File: config.mk
export PLATFORM = sky130hd
export DESIGN_NAME = blc_calib
export DESIGN_NICKNAME = d
export VERILOG_FILES = /design/src/blc_pkg.sv /design/src/blc_calib.sv
export SDC_FILE = /design/constraint.sdc
export NUM_CORES = 1
export LEC_CHECK = 0
export BUFFER_PORTS_ARGS = -buffer_cell sky130_fd_sc_hd__buf_4
export CAP_MARGIN = 20
export CORE_MARGIN = 2
export CORE_UTILIZATION = 60
export DETAILED_ROUTE_END_ITERATION = 6
export PLACE_DENSITY = 0.8
export SLEW_MARGIN = 0
export SYNTH_ARGS = -nofsm -noshare
export SYNTH_HDL_FRONTEND = slang
export SYNTH_SLANG_ARGS = --single-unit
File: constraint.sdc
create_clock -name i_ref_clk -period 4.63 [get_ports i_ref_clk]
set_input_delay 0.926 -clock i_ref_clk [delete_from_list [all_inputs] [get_ports i_ref_clk]]
set_output_delay 0.926 -clock i_ref_clk [all_outputs]
set_load 0.01 [all_outputs]
File: src/blc_pkg.sv
/*
 black level calibration package: register indices, field positions,
 reset values and shared types.
 assumes a 16-bit configuration word interface with 9-bit indices.
*/
package blc_pkg;
  // register indices (printed offsets are not multiples of four)
  localparam logic [8:0] BLC_IDX_FILTER  = 9'h080; // dark_sample_filter_config
  localparam logic [8:0] BLC_IDX_CORR    = 9'h081; // dark_level_correction_config
  localparam logic [8:0] BLC_IDX_ROWGEN  = 9'h0c5; // dark_row_generation_config
  localparam logic [8:0] BLC_IDX_STATUS  = 9'h088; // error status word
  localparam logic [8:0] BLC_IDX_SYNC    = 9'h0ce; // sync enables
  // field positions
  localparam int BLC_POS_SAMPLES   = 8;  // filter[10:8]
  localparam int BLC_POS_AUTO      = 0;  // corr[0]
  localparam int BLC_POS_OFFS      = 1;  // corr[9:1]
  localparam int BLC_POS_SIGN      = 10; // corr[10]
  localparam int BLC_POS_GATE      = 8;  // rowgen[9:8]
  localparam int BLC_POS_SYNC_ROWS = 1;  // sync[1]
  localparam int BLC_POS_ERR       = 0;  // status[0]
  // reset values, offset freeze code and pixel code maximum
  localparam logic [15:0] BLC_RST_FILTER = 16'h0300;
  localparam logic [15:0] BLC_RST_CORR   = 16'h0001;
  localparam logic [15:0] BLC_RST_ROWGEN = 16'h0108;
  localparam logic [15:0] BLC_RST_SYNC   = 16'h0002;
  localparam logic [8:0]  BLC_OFFS_FREEZE = 9'h1ff;
  localparam logic [9:0]  BLC_PIX_MAX     = 10'h3ff;
  // register access request
  typedef struct packed {
    logic       wr;    // write strobe
    logic [8:0] idx;   // register index
    logic [15:0] data; // write data
  } blc_req_t;
  // pixel stream beat
  typedef struct packed {
    logic       valid; // beat present
    logic       sol;   // first pixel of a row
    logic [9:0] pix;   // pixel code
  } blc_pix_t;
endpackage

File: src/blc_calib.sv
/*
 black level calibration: black row generation, black sample filtering,
 auto or manual offset correction with saturation.
 assumes a frame start pulse, a row end pulse and a pixel stream on
 i_ref_clk; configuration writes come from a same-clock register port.
*/
`timescale 1ns/100ps
//
// Contract
// - generate black row count rows each frame
// - black rows last one active row
// - skip setting blanks first black rows; code blanks only the first black row for any non-zero setting
// - auto mode applies computed offset
// - manual mode applies manual offset
// - black pixels leave uncorrected
// - sign zero adds, one subtracts
// - sign ignored in auto mode
// - one common offset for all channels
// - offset all ones freezes auto factors
// - recompute factors once per frame
// - filter two to samples-field black samples
// - flag error when samples exceed available; code flags it in auto mode only
// - row count updates only when synced
module blc_calib
  import blc_pkg::*;
(
  input  wire logic        i_ref_clk,   // sensor logic clock
  input  wire logic        i_rst_b,     // async reset, active low
  input  wire blc_req_t    i_req,       // register access
  output logic [15:0]      o_rdata,     // read data for i_req.idx
  input  wire logic        i_frame_sof, // frame start pulse
  input  wire logic        i_row_end,   // end of a row (window length)
  input  wire blc_pix_t    i_pix,       // raw pixel stream
  output blc_pix_t         o_pix,       // corrected pixel stream
  output logic             o_black_row, // current row is a black row
  output logic             o_blank      // current row is blanked
);

  ////////////////////////////////////////////////////////////////////////
  // register file
  logic [15:0] cfg_filter;      // sample count word
  logic [15:0] cfg_corr;        // correction word
  logic [15:0] cfg_rowgen;      // row generation word (shadow)
  logic [15:0] cfg_sync;        // sync enables
  logic        err_samples;     // sticky sample shortage flag
  logic [15:0] next_filter;
  logic [15:0] next_corr;
  logic [15:0] next_rowgen;
  logic [15:0] next_sync;
  logic        next_err;
  logic        err_set;         // shortage seen this frame

  // write decode and sticky error, set beats clear
  always_comb begin
    next_filter = cfg_filter;
    next_corr   = cfg_corr;
    next_rowgen = cfg_rowgen;
    next_sync   = cfg_sync;
    next_err    = err_samples;
    if (i_req.wr) begin
      case (i_req.idx)
        BLC_IDX_FILTER: next_filter = i_req.data;
        BLC_IDX_CORR:   next_corr   = i_req.data;
        BLC_IDX_ROWGEN: next_rowgen = i_req.data;
        BLC_IDX_SYNC:   next_sync   = i_req.data;
        BLC_IDX_STATUS: next_err    = 1'b0; // write clears
        default: ;
      endcase
    end
    if (err_set) begin
      next_err = 1'b1;
    end
  end

  // register storage
  always_ff @(posedge i_ref_clk or negedge i_rst_b) begin
    if (!i_rst_b) begin
      cfg_filter  <= BLC_RST_FILTER;
      cfg_corr    <= BLC_RST_CORR;
      cfg_rowgen  <= BLC_RST_ROWGEN;
      cfg_sync    <= BLC_RST_SYNC;
      err_samples <= 1'b0;
    end else begin
      cfg_filter  <= next_filter;
      cfg_corr    <= next_corr;
      cfg_rowgen  <= next_rowgen;
      cfg_sync    <= next_sync;
      err_samples <= next_err;
    end
  end

  // read mux, unmapped reads zero
  always_comb begin
    case (i_req.idx)
      BLC_IDX_FILTER: o_rdata = cfg_filter;
      BLC_IDX_CORR:   o_rdata = cfg_corr;
      BLC_IDX_ROWGEN: o_rdata = cfg_rowgen;
      BLC_IDX_SYNC:   o_rdata = cfg_sync;
      BLC_IDX_STATUS: o_rdata = {15'h0000, err_samples};
      default:        o_rdata = 16'h0000;
    endcase
  end

  // field views
  logic [2:0] f_samples;
  logic       f_auto;
  logic [8:0] f_offs;
  logic       f_sign;
  logic       f_freeze;
  assign f_samples = cfg_filter[BLC_POS_SAMPLES +: 3];
  assign f_auto    = cfg_corr[BLC_POS_AUTO];
  assign f_offs    = cfg_corr[BLC_POS_OFFS +: 9];
  assign f_sign    = cfg_corr[BLC_POS_SIGN];
  assign f_freeze  = f_auto && (f_offs == BLC_OFFS_FREEZE);

  ////////////////////////////////////////////////////////////////////////
  // row sequencing
  logic [7:0] act_rows;      // active black row count
  logic       act_gate;      // active skip setting
  logic [7:0] row_cnt;       // black rows done this frame
  logic       in_black;      // inside black rows
  logic [7:0] next_act_rows;
  logic       next_act_gate;
  logic [7:0] next_row_cnt;
  logic       next_in_black;

  // latch shadow at frame start when sync on; count black rows
  always_comb begin
    next_act_rows = act_rows;
    next_act_gate = act_gate;
    next_row_cnt  = row_cnt;
    next_in_black = in_black;
    if (i_frame_sof) begin
      if (cfg_sync[BLC_POS_SYNC_ROWS]) begin
        next_act_rows = cfg_rowgen[7:0];
        next_act_gate = |cfg_rowgen[BLC_POS_GATE +: 2];
      end
      next_row_cnt  = 8'h00;
      next_in_black = 1'b1;
    end else if (in_black && i_row_end) begin
      // a black row ends on the window row length
      next_row_cnt = row_cnt + 8'h01;
      if (row_cnt + 8'h01 >= act_rows) begin
        next_in_black = 1'b0;
      end
    end
  end

  // row state registers
  always_ff @(posedge i_ref_clk or negedge i_rst_b) begin
    if (!i_rst_b) begin
      act_rows <= BLC_RST_ROWGEN[7:0];
      act_gate <= 1'b1;
      row_cnt  <= 8'h00;
      in_black <= 1'b0;
    end else begin
      act_rows <= next_act_rows;
      act_gate <= next_act_gate;
      row_cnt  <= next_row_cnt;
      in_black <= next_in_black;
    end
  end

  logic gated_row; // first black row blanked
  assign gated_row   = in_black && act_gate && (row_cnt == 8'h00);
  assign o_black_row = in_black;
  assign o_blank     = gated_row;

  ////////////////////////////////////////////////////////////////////////
  // black sample accumulation
  logic [17:0] acc;        // sample sum, up to 128 x 10 bits
  logic [7:0]  acc_n;      // samples taken (stops at need, 128 at most)
  logic [9:0]  level;      // computed black level
  logic [9:0]  next_level;
  logic [17:0] next_acc;
  logic [7:0]  next_acc_n;
  logic [7:0]  need;       // 2^samples
  logic        use_sample;
  logic [2:0]  act_samples;      // sample count exponent in force this frame
  logic [2:0]  next_act_samples;

  // two to the power of a 3-bit field
  function automatic logic [7:0] pow2(input logic [2:0] e);
    pow2 = 8'h01 << e;
  endfunction

  // the frame's own count caps the sum and divides it, so a count written
  // mid frame cannot scale an average taken under the old count
  assign need       = pow2(act_samples);
  assign use_sample = i_pix.valid && in_black && !gated_row && (acc_n < need);

  // sum first 2^n samples; at frame start take average in auto mode unless frozen or short
  always_comb begin
    next_acc   = acc;
    next_acc_n = acc_n;
    next_level = level;
    next_act_samples = act_samples;
    err_set    = 1'b0;
    if (i_frame_sof) begin
      if (acc_n >= need) begin
        if (f_auto && !f_freeze) begin
          next_level = 10'(acc >> act_samples);
        end
      end else begin
        err_set = f_auto;
      end
      next_acc   = 18'h00000;
      next_acc_n = 8'h00;
      next_act_samples = f_samples;
    end else if (use_sample) begin
      next_acc   = acc + 18'(i_pix.pix);
      next_acc_n = acc_n + 8'h01;
    end
  end

  // accumulator registers
  always_ff @(posedge i_ref_clk or negedge i_rst_b) begin
    if (!i_rst_b) begin
      acc   <= 18'h00000;
      acc_n <= 8'h00;
      level <= 10'h000;
      act_samples <= BLC_RST_FILTER[BLC_POS_SAMPLES +: 3];
    end else begin
      acc   <= next_acc;
      acc_n <= next_acc_n;
      level <= next_level;
      act_samples <= next_act_samples;
    end
  end

  ////////////////////////////////////////////////////////////////////////
  // correction
  logic [10:0] offs_mag;  // offset magnitude
  logic        offs_sub;  // subtract offset
  blc_pix_t    next_pix;

  // saturating apply of an offset
  function automatic logic [9:0] sat_apply(input logic [9:0] p,
                                           input logic [10:0] m,
                                           input logic sub);
    logic [11:0] s;
    s = 12'h000;
    if (sub) begin
      s = {2'b00, p} - {1'b0, m};
      sat_apply = s[11] ? 10'h000 : s[9:0];
    end else begin
      s = {2'b00, p} + {1'b0, m};
      sat_apply = (s > {2'b00, BLC_PIX_MAX}) ? BLC_PIX_MAX : s[9:0];
    end
  endfunction

  // auto subtracts level ignoring sign; manual uses common signed offset
  always_comb begin
    if (f_auto) begin
      offs_mag = {1'b0, level};
      offs_sub = 1'b1;
    end else begin
      offs_mag = {2'b00, f_offs};
      offs_sub = f_sign;
    end
    next_pix.valid = i_pix.valid && !gated_row;
    next_pix.sol   = i_pix.sol;
    if (in_black) begin
      next_pix.pix = i_pix.pix;
    end else begin
      next_pix.pix = sat_apply(i_pix.pix, offs_mag, offs_sub);
    end
  end

  // output stage register
  always_ff @(posedge i_ref_clk or negedge i_rst_b) begin
    if (!i_rst_b) begin
      o_pix <= '0;
    end else begin
      o_pix <= next_pix;
    end
  end

  ////////////////////////////////////////////////////////////////////////
  // checks
  a_black_raw: assert property (@(posedge i_ref_clk) disable iff (!i_rst_b)
    (i_pix.valid && in_black && !gated_row) |=> (o_pix.valid && o_pix.pix == $past(i_pix.pix)))
    else $error("black pixel altered");
  a_gate_blank: assert property (@(posedge i_ref_clk) disable iff (!i_rst_b)
    gated_row |=> !o_pix.valid)
    else $error("gated row not blanked");
  a_manual_add: assert property (@(posedge i_ref_clk) disable iff (!i_rst_b)
    (i_pix.valid && !in_black && !f_auto && !f_sign
     && ({2'b00, i_pix.pix} + {3'b000, f_offs}) <= 12'h3ff)
    |=> o_pix.pix == $past(i_pix.pix) + 10'($past(f_offs)))
    else $error("manual add wrong");
  a_sat_low: assert property (@(posedge i_ref_clk) disable iff (!i_rst_b)
    (i_pix.valid && !in_black && !f_auto && f_sign && ({1'b0, i_pix.pix} < {2'b00, f_offs}))
    |=> o_pix.pix == 10'h000)
    else $error("no low saturation");
  a_freeze_hold: assert property (@(posedge i_ref_clk) disable iff (!i_rst_b)
    f_freeze |=> $stable(level))
    else $error("frozen level moved");
  a_rows_sync: assert property (@(posedge i_ref_clk) disable iff (!i_rst_b)
    (i_frame_sof && !cfg_sync[BLC_POS_SYNC_ROWS]) |=> $stable(act_rows))
    else $error("row count taken unsynced");
  a_black_start: assert property (@(posedge i_ref_clk) disable iff (!i_rst_b)
    i_frame_sof |=> (in_black && row_cnt == 8'h00))
    else $error("black rows not started");
  a_err_set: assert property (@(posedge i_ref_clk) disable iff (!i_rst_b)
    (i_frame_sof && f_auto && acc_n < need) |=> err_samples)
    else $error("shortage not flagged");

endmodule // blc_calib

* After elaboration in Yosys (flattened, before gate mapping)
Cells that the tools add are included.
** Storage, ports and cells
- Word-level logic and storage cells :: 80
- Output and inout bits :: 30
- Input bits :: 42
- Bits in registers :: 134
** Cells by class
- Mux-type cells :: 21
- Shift-type cells :: 2
- $lt $le $gt $ge :: 4
- Equal/unequal tests :: 6
- Reductions and logical operators :: 26
- $add $sub $neg :: 5
** Operator list (count)
- case mux 16 bit (5 select lines) :: 1
- 2-to-1 mux 10 bit :: 5
- == test 9 x 8 -> 1 bit (second input constant) :: 5
- 2-to-1 mux 18 bit :: 2
- 2-to-1 mux 8 bit :: 4
- adder 18 x 10 -> 18 bit :: 1
- >> shifter 18 x 3 -> 10 bit :: 1
- adder 8 x 1 -> 8 bit (second input constant) :: 2
- greater-or-equal comparator 8 bit :: 2
- AND reduction 2 bit :: 7
- adder 10 x 11 -> 12 bit :: 1
- greater-than comparator 12 x 10 -> 1 bit (second input constant) :: 1
- subtractor 10 x 11 -> 12 bit :: 1
- nonzero test 2 bit :: 5
- == test 9 bit (second input constant) :: 1
- logical AND 1 bit :: 9
- 2-to-1 mux 1 bit :: 9
- zero test 8 bit :: 1
- < comparator 8 bit :: 1
- left shift 1 x 3 -> 8 bit (first input constant) :: 1
- AND reduction 3 bit :: 1
- zero test 1 bit :: 2
- OR reduction 2 bit :: 1

* Logic depth before layout (Yosys ltp)
- Depth after elaboration :: 7
- Gate-level depth with buffers :: 14
- Depth with buffers taken out :: 10

* Worst setup path after synthesis
OpenSTA, ideal clock, no wires.
- Kind :: register to register
- Start :: register act_samples[0]
- End :: register acc[16]
- Path buffers :: 4
- Required time :: 4.505 ns
- Data arrival time :: 3.561 ns
- Cell stages (with the launch flop) :: 14
- Setup slack :: 0.945 ns
- Period minus slack after synthesis :: 3.685 ns
- Setup time :: 0.125 ns
- Cells stage by stage :: dfstp_2 > clkbuf_1 > clkinv_1 > clkbuf_1 > or3_1 > ha_1 > a21oi_1 > o21ai_0 > or3_1 > buf_2 > or2_4 > buf_6 > nor4_1 > mux2_2
** Between the ends
- Cells in the longest elaborated chain, start to end :: 4
** RTL lines
- from (decl) :: RTL line blc_calib.sv:179 : logic [2:0] act_samples;
- from (signal assigned) :: RTL line blc_calib.sv:222 : act_samples <= BLC_RST_FILTER[BLC_POS_SAMPLES +: 3];
- from (signal assigned) :: RTL line blc_calib.sv:227 : act_samples <= next_act_samples;
- left shift 1 x 3 -> 8 bit :: RTL line blc_calib.sv:184 : pow2 = 8'h01 << e;
- < comparator 8 bit :: RTL line blc_calib.sv:190 : assign use_sample = i_pix.valid && in_black && !gated_row && (acc_n < need);
- logical AND 1 bit :: RTL line blc_calib.sv:190
- nonzero test 2 bit (no line)
- to (signal assigned) :: RTL line blc_calib.sv:224 : acc <= next_acc;
- to (decl) :: RTL line blc_calib.sv:171 : logic [17:0] acc;
No other way between the ends.
A chain may end at the register's enable or synchronous reset.

* Worst setup path after layout
- Start :: register act_samples[2]
- End :: register acc[16]
The elaborated chain is that of the path after synthesis.

==> results.sh <==
export IMPL_syn2layout_area_growth_pct=15.6
export IMPL_grt_ovfl_total=0
export IMPL_io_buffer_count=71
export IMPL_reg2reg_depth=9
export IMPL_yosysTopAreaCell="dfrtp_1"
export IMPL_p_leak_nw=4.51
export IMPL_synth_edf_count=0
export IMPL_start_util_pct=61.4
export IMPL_crit_reg2reg_launch="act_samples[2]$_DFFE_PN0P_"
export IMPL_synth_seq_cells=133
export IMPL_fin_nets=955
export IMPL_num_rows=42
export IMPL_num_antenna_cells=0
export IMPL_wl_met2_um=9580
export IMPL_ys_types=55
export IMPL_seq_area_frac_synth_pct=41.2
export IMPL_htreeDepth=4
export IMPL_rrSetupSlack_ns=0.84
export IMPL_pin_count=72
export IMPL_power_internal_mw=2.28
export IMPL_critical_path_required_ns=4.93
export IMPL_wl_um=19500
export IMPL_vias=6394
export IMPL_crit_end="acc[16]$_DFFE_PN0P_"
export IMPL_route_detailed_drc=0
export IMPL_highest_layer="met4"
export IMPL_seqPwrFrac_pct=40.7
export IMPL_crit_type="reg -> reg"
export IMPL_crit_arrival_ns=4.09
export IMPL_dp_cells=1015
export IMPL_core_area_sq_mm=0.0132
export IMPL_met1Wirelength_um=8270
export IMPL_worst_r2r_endpoint="acc[16]$_DFFE_PN0P_"
export IMPL_cts_tree="built"
export IMPL_register_area_sq_mm=0.00334
export IMPL_dr_pass1_iters=5
export IMPL_startpoint="act_samples[2]$_DFFE_PN0P_"
export IMPL_synth_nets=894
export IMPL_cts_buffers=17
export IMPL_p_per_area_mw_per_mm2=339
export IMPL_slew_viol_final=0
export IMPL_antenna_left=0
export IMPL_rsz0062_at_grt="false"
export IMPL_skew_ns=0.0116
export IMPL_final_util_pct=71.0
export IMPL_syn_area_sq_mm=0.00810
export IMPL_hpwl_um=13700
export IMPL_cts_buffer_depth=2
export IMPL_ir_drop_mv=0.255
export IMPL_grt_pass1_vias=6443
export IMPL_max_slew_margin_rel_pct=41.4
export IMPL_cts_hold_buf=0
export IMPL_start_kind="flop"
export IMPL_grt_max_degree=61
export IMPL_min_period_ns=3.79
export IMPL_gp_congestion=0.895
export IMPL_instances_no_fill=1047
export IMPL_syn_inst=797
export IMPL_die_y_um=120
export IMPL_multi_input_area_sq_mm=0.00448
export IMPL_synthTopCellsByArea="dfrtp_1 38%, mux2_2 13%, ha_1 8.0%"
export IMPL_drive_gt1_share_pct=25.9
export IMPL_power_switching_mw=0.899
export IMPL_setup_tns_ns=0
export IMPL_dieArea_sq_mm=0.0144
export IMPL_setup_viol_count_final=0
export IMPL_cts_sinks=133
export IMPL_hold_class="reg -> reg"
export IMPL_cts_setup_buffers=0
export IMPL_fin_crit_sh_pct=82.0
export IMPL_power_frac_clock_pct=43.0
export IMPL_die_w_um=120
export IMPL_synth_top_area_share_pct=38.0
export IMPL_swShare_pct=28.3
export IMPL_fmax_ghz=0.264
export IMPL_clock_latency_ns=0.42
export IMPL_worst_slew_pin_slew_ns=0.879
export IMPL_async_flop_share_pct=100
export IMPL_vias_per_cell=6.11
export IMPL_clkTransAtPathRegs_ns=0.06
export IMPL_fillers=942
export IMPL_cts_resized=0
export IMPL_drtIter0Drc=481
export IMPL_antenna_found_initial=0
export IMPL_outcome="completed"
export IMPL_maxCapViolCount=0
export IMPL_cp_end_kind="flop"
export IMPL_grt_usage_pct=28.5
export IMPL_wl_met3_um=1120
export IMPL_cp_max_fo=22
export IMPL_cts_root_buf="clkbuf_16"
export IMPL_synthFlopType="dfrtp_1"
export IMPL_hold_viol_final=0
export IMPL_ys_warn_count=0
export IMPL_syn_avg_cell_area_sq_um=10.2
export IMPL_comb_power_share_pct=16.4
export IMPL_routedWlPerCell_um=18.6
export IMPL_grt_pass1_wl_um=32200
## how the worst min path moves through the flow
stage,from,endpoint,slack [ns],depth (start not counted)
2_1_floorplan,act_gate$_DFFE_PN1P_,act_gate$_DFFE_PN1P_,0.45,2
3_3_place_gp,act_gate$_DFFE_PN1P_,act_gate$_DFFE_PN1P_,0.48,2
3_5_place_dp,cfg_filter[8]$_DFFE_PN1P_,act_samples[0]$_DFFE_PN1P_,0.49,2
4_1_cts,cfg_filter[8]$_DFFE_PN1P_,act_samples[0]$_DFFE_PN1P_,0.50,2
5_1_grt,cfg_sync[12]$_DFFE_PN0P_,cfg_sync[12]$_DFFE_PN0P_,0.52,1
6_report,cfg_filter[8]$_DFFE_PN1P_,act_samples[0]$_DFFE_PN1P_,0.50,2
## stage by stage
step                worst slack [ns]  instance area, sq um  power (mW)  hold WS (ns)
detailed placement             0.874                  8770        1.82         0.489
finish                         0.835                  9370        3.18         0.504
floorplan                      0.945                  8100        1.63         0.454
CTS                            0.884                  9370        3.20         0.505
global placement                1.02                  8770        1.80         0.480
global route                   0.554                  9370        3.32         0.516
## synth_stat cells (9+ instances only)
cell type / n
o21ai_0: 31
a21o_1: 9
nor2b_1: 14
a21oi_1: 49
nand2_1: 73
a221o_1: 10
mux2i_1: 19
dfrtp_1: 123
nand3_1: 22
a211oi_1: 10
clkbuf_1: 28
nor3_1: 11
inv_1: 33
mux2_2: 93
nor2_1: 42
ha_1: 52
dfstp_2: 10
a22oi_1: 33
or3_1: 13
xnor2_1: 22
## flip-flops by register name, summed over array words and instances, names as in the netlist, 3 cells and up
register and flops:
acc 17, acc_n 8, act_rows 8, act_samples 3, cfg_corr 16, cfg_filter 16, cfg_rowgen 16, cfg_sync 16
level 10, o_pix 12, row_cnt 8
## worst max-delay path, stage by stage, from the launching register on
cell and delay (ns):
dfrtp_1 0.65, clkinv_1 0.41, or3_1 0.47, ha_1 0.31, a21oi_1 0.15, o21ai_0 0.17, or3_1 0.48, or2_4 0.36
nor4_1 0.31, mux2_2 0.36
## power groups by stage
stage	combinational [mW]	clock [mW]	sequential [mW]
final	0.520	1.37	1.29
after detailed placement	0.514	0	1.31
after floorplan	0.344	0	1.29
after CTS	0.518	1.39	1.29
after global routing	0.582	1.44	1.30
after global placement	0.497	0	1.31
## cell usage in the layout, fill, tap and decap left out, types with 31 or more instances in the layout
master / synthesis / layout
nor2_1: 42 / 42
mux2_2: 93 / 93
nand2_1: 73 / 73
inv_1: 33 / 33
buf_4: 0 / 79
dfrtp_1: 123 / 123
o21ai_0: 31 / 31
a21oi_1: 49 / 49
a22oi_1: 33 / 33
ha_1: 52 / 52
## cell type report
cell class                 instances  area share [%]
clock inverter                    14            1.75
clock buffer                      18            4.69
timing repair buffer              79            6.33
sequential                       133            35.7
inverter                          35            1.40
tap                              176            2.35
multi-input combinational        592            47.8
## routing by layer
metal  global-route usage, %  up-vias
met3                    5.75       37
met4                    11.7        0
met2                    46.7      197
met1                    37.0     3157
met5                       0        -
li1                        -     3003
## kinds of logic after synthesis
group,after synthesis,share of synthesized area (%)
flops,133,41.2
xor+xnor,28,3.03
fa+ha+maj,55,8.77
compound gates,178,14.5
simple gates,217,13.2
buf+inv,72,3.46
mux,114,15.8
(Power assumes the default switching activity.)
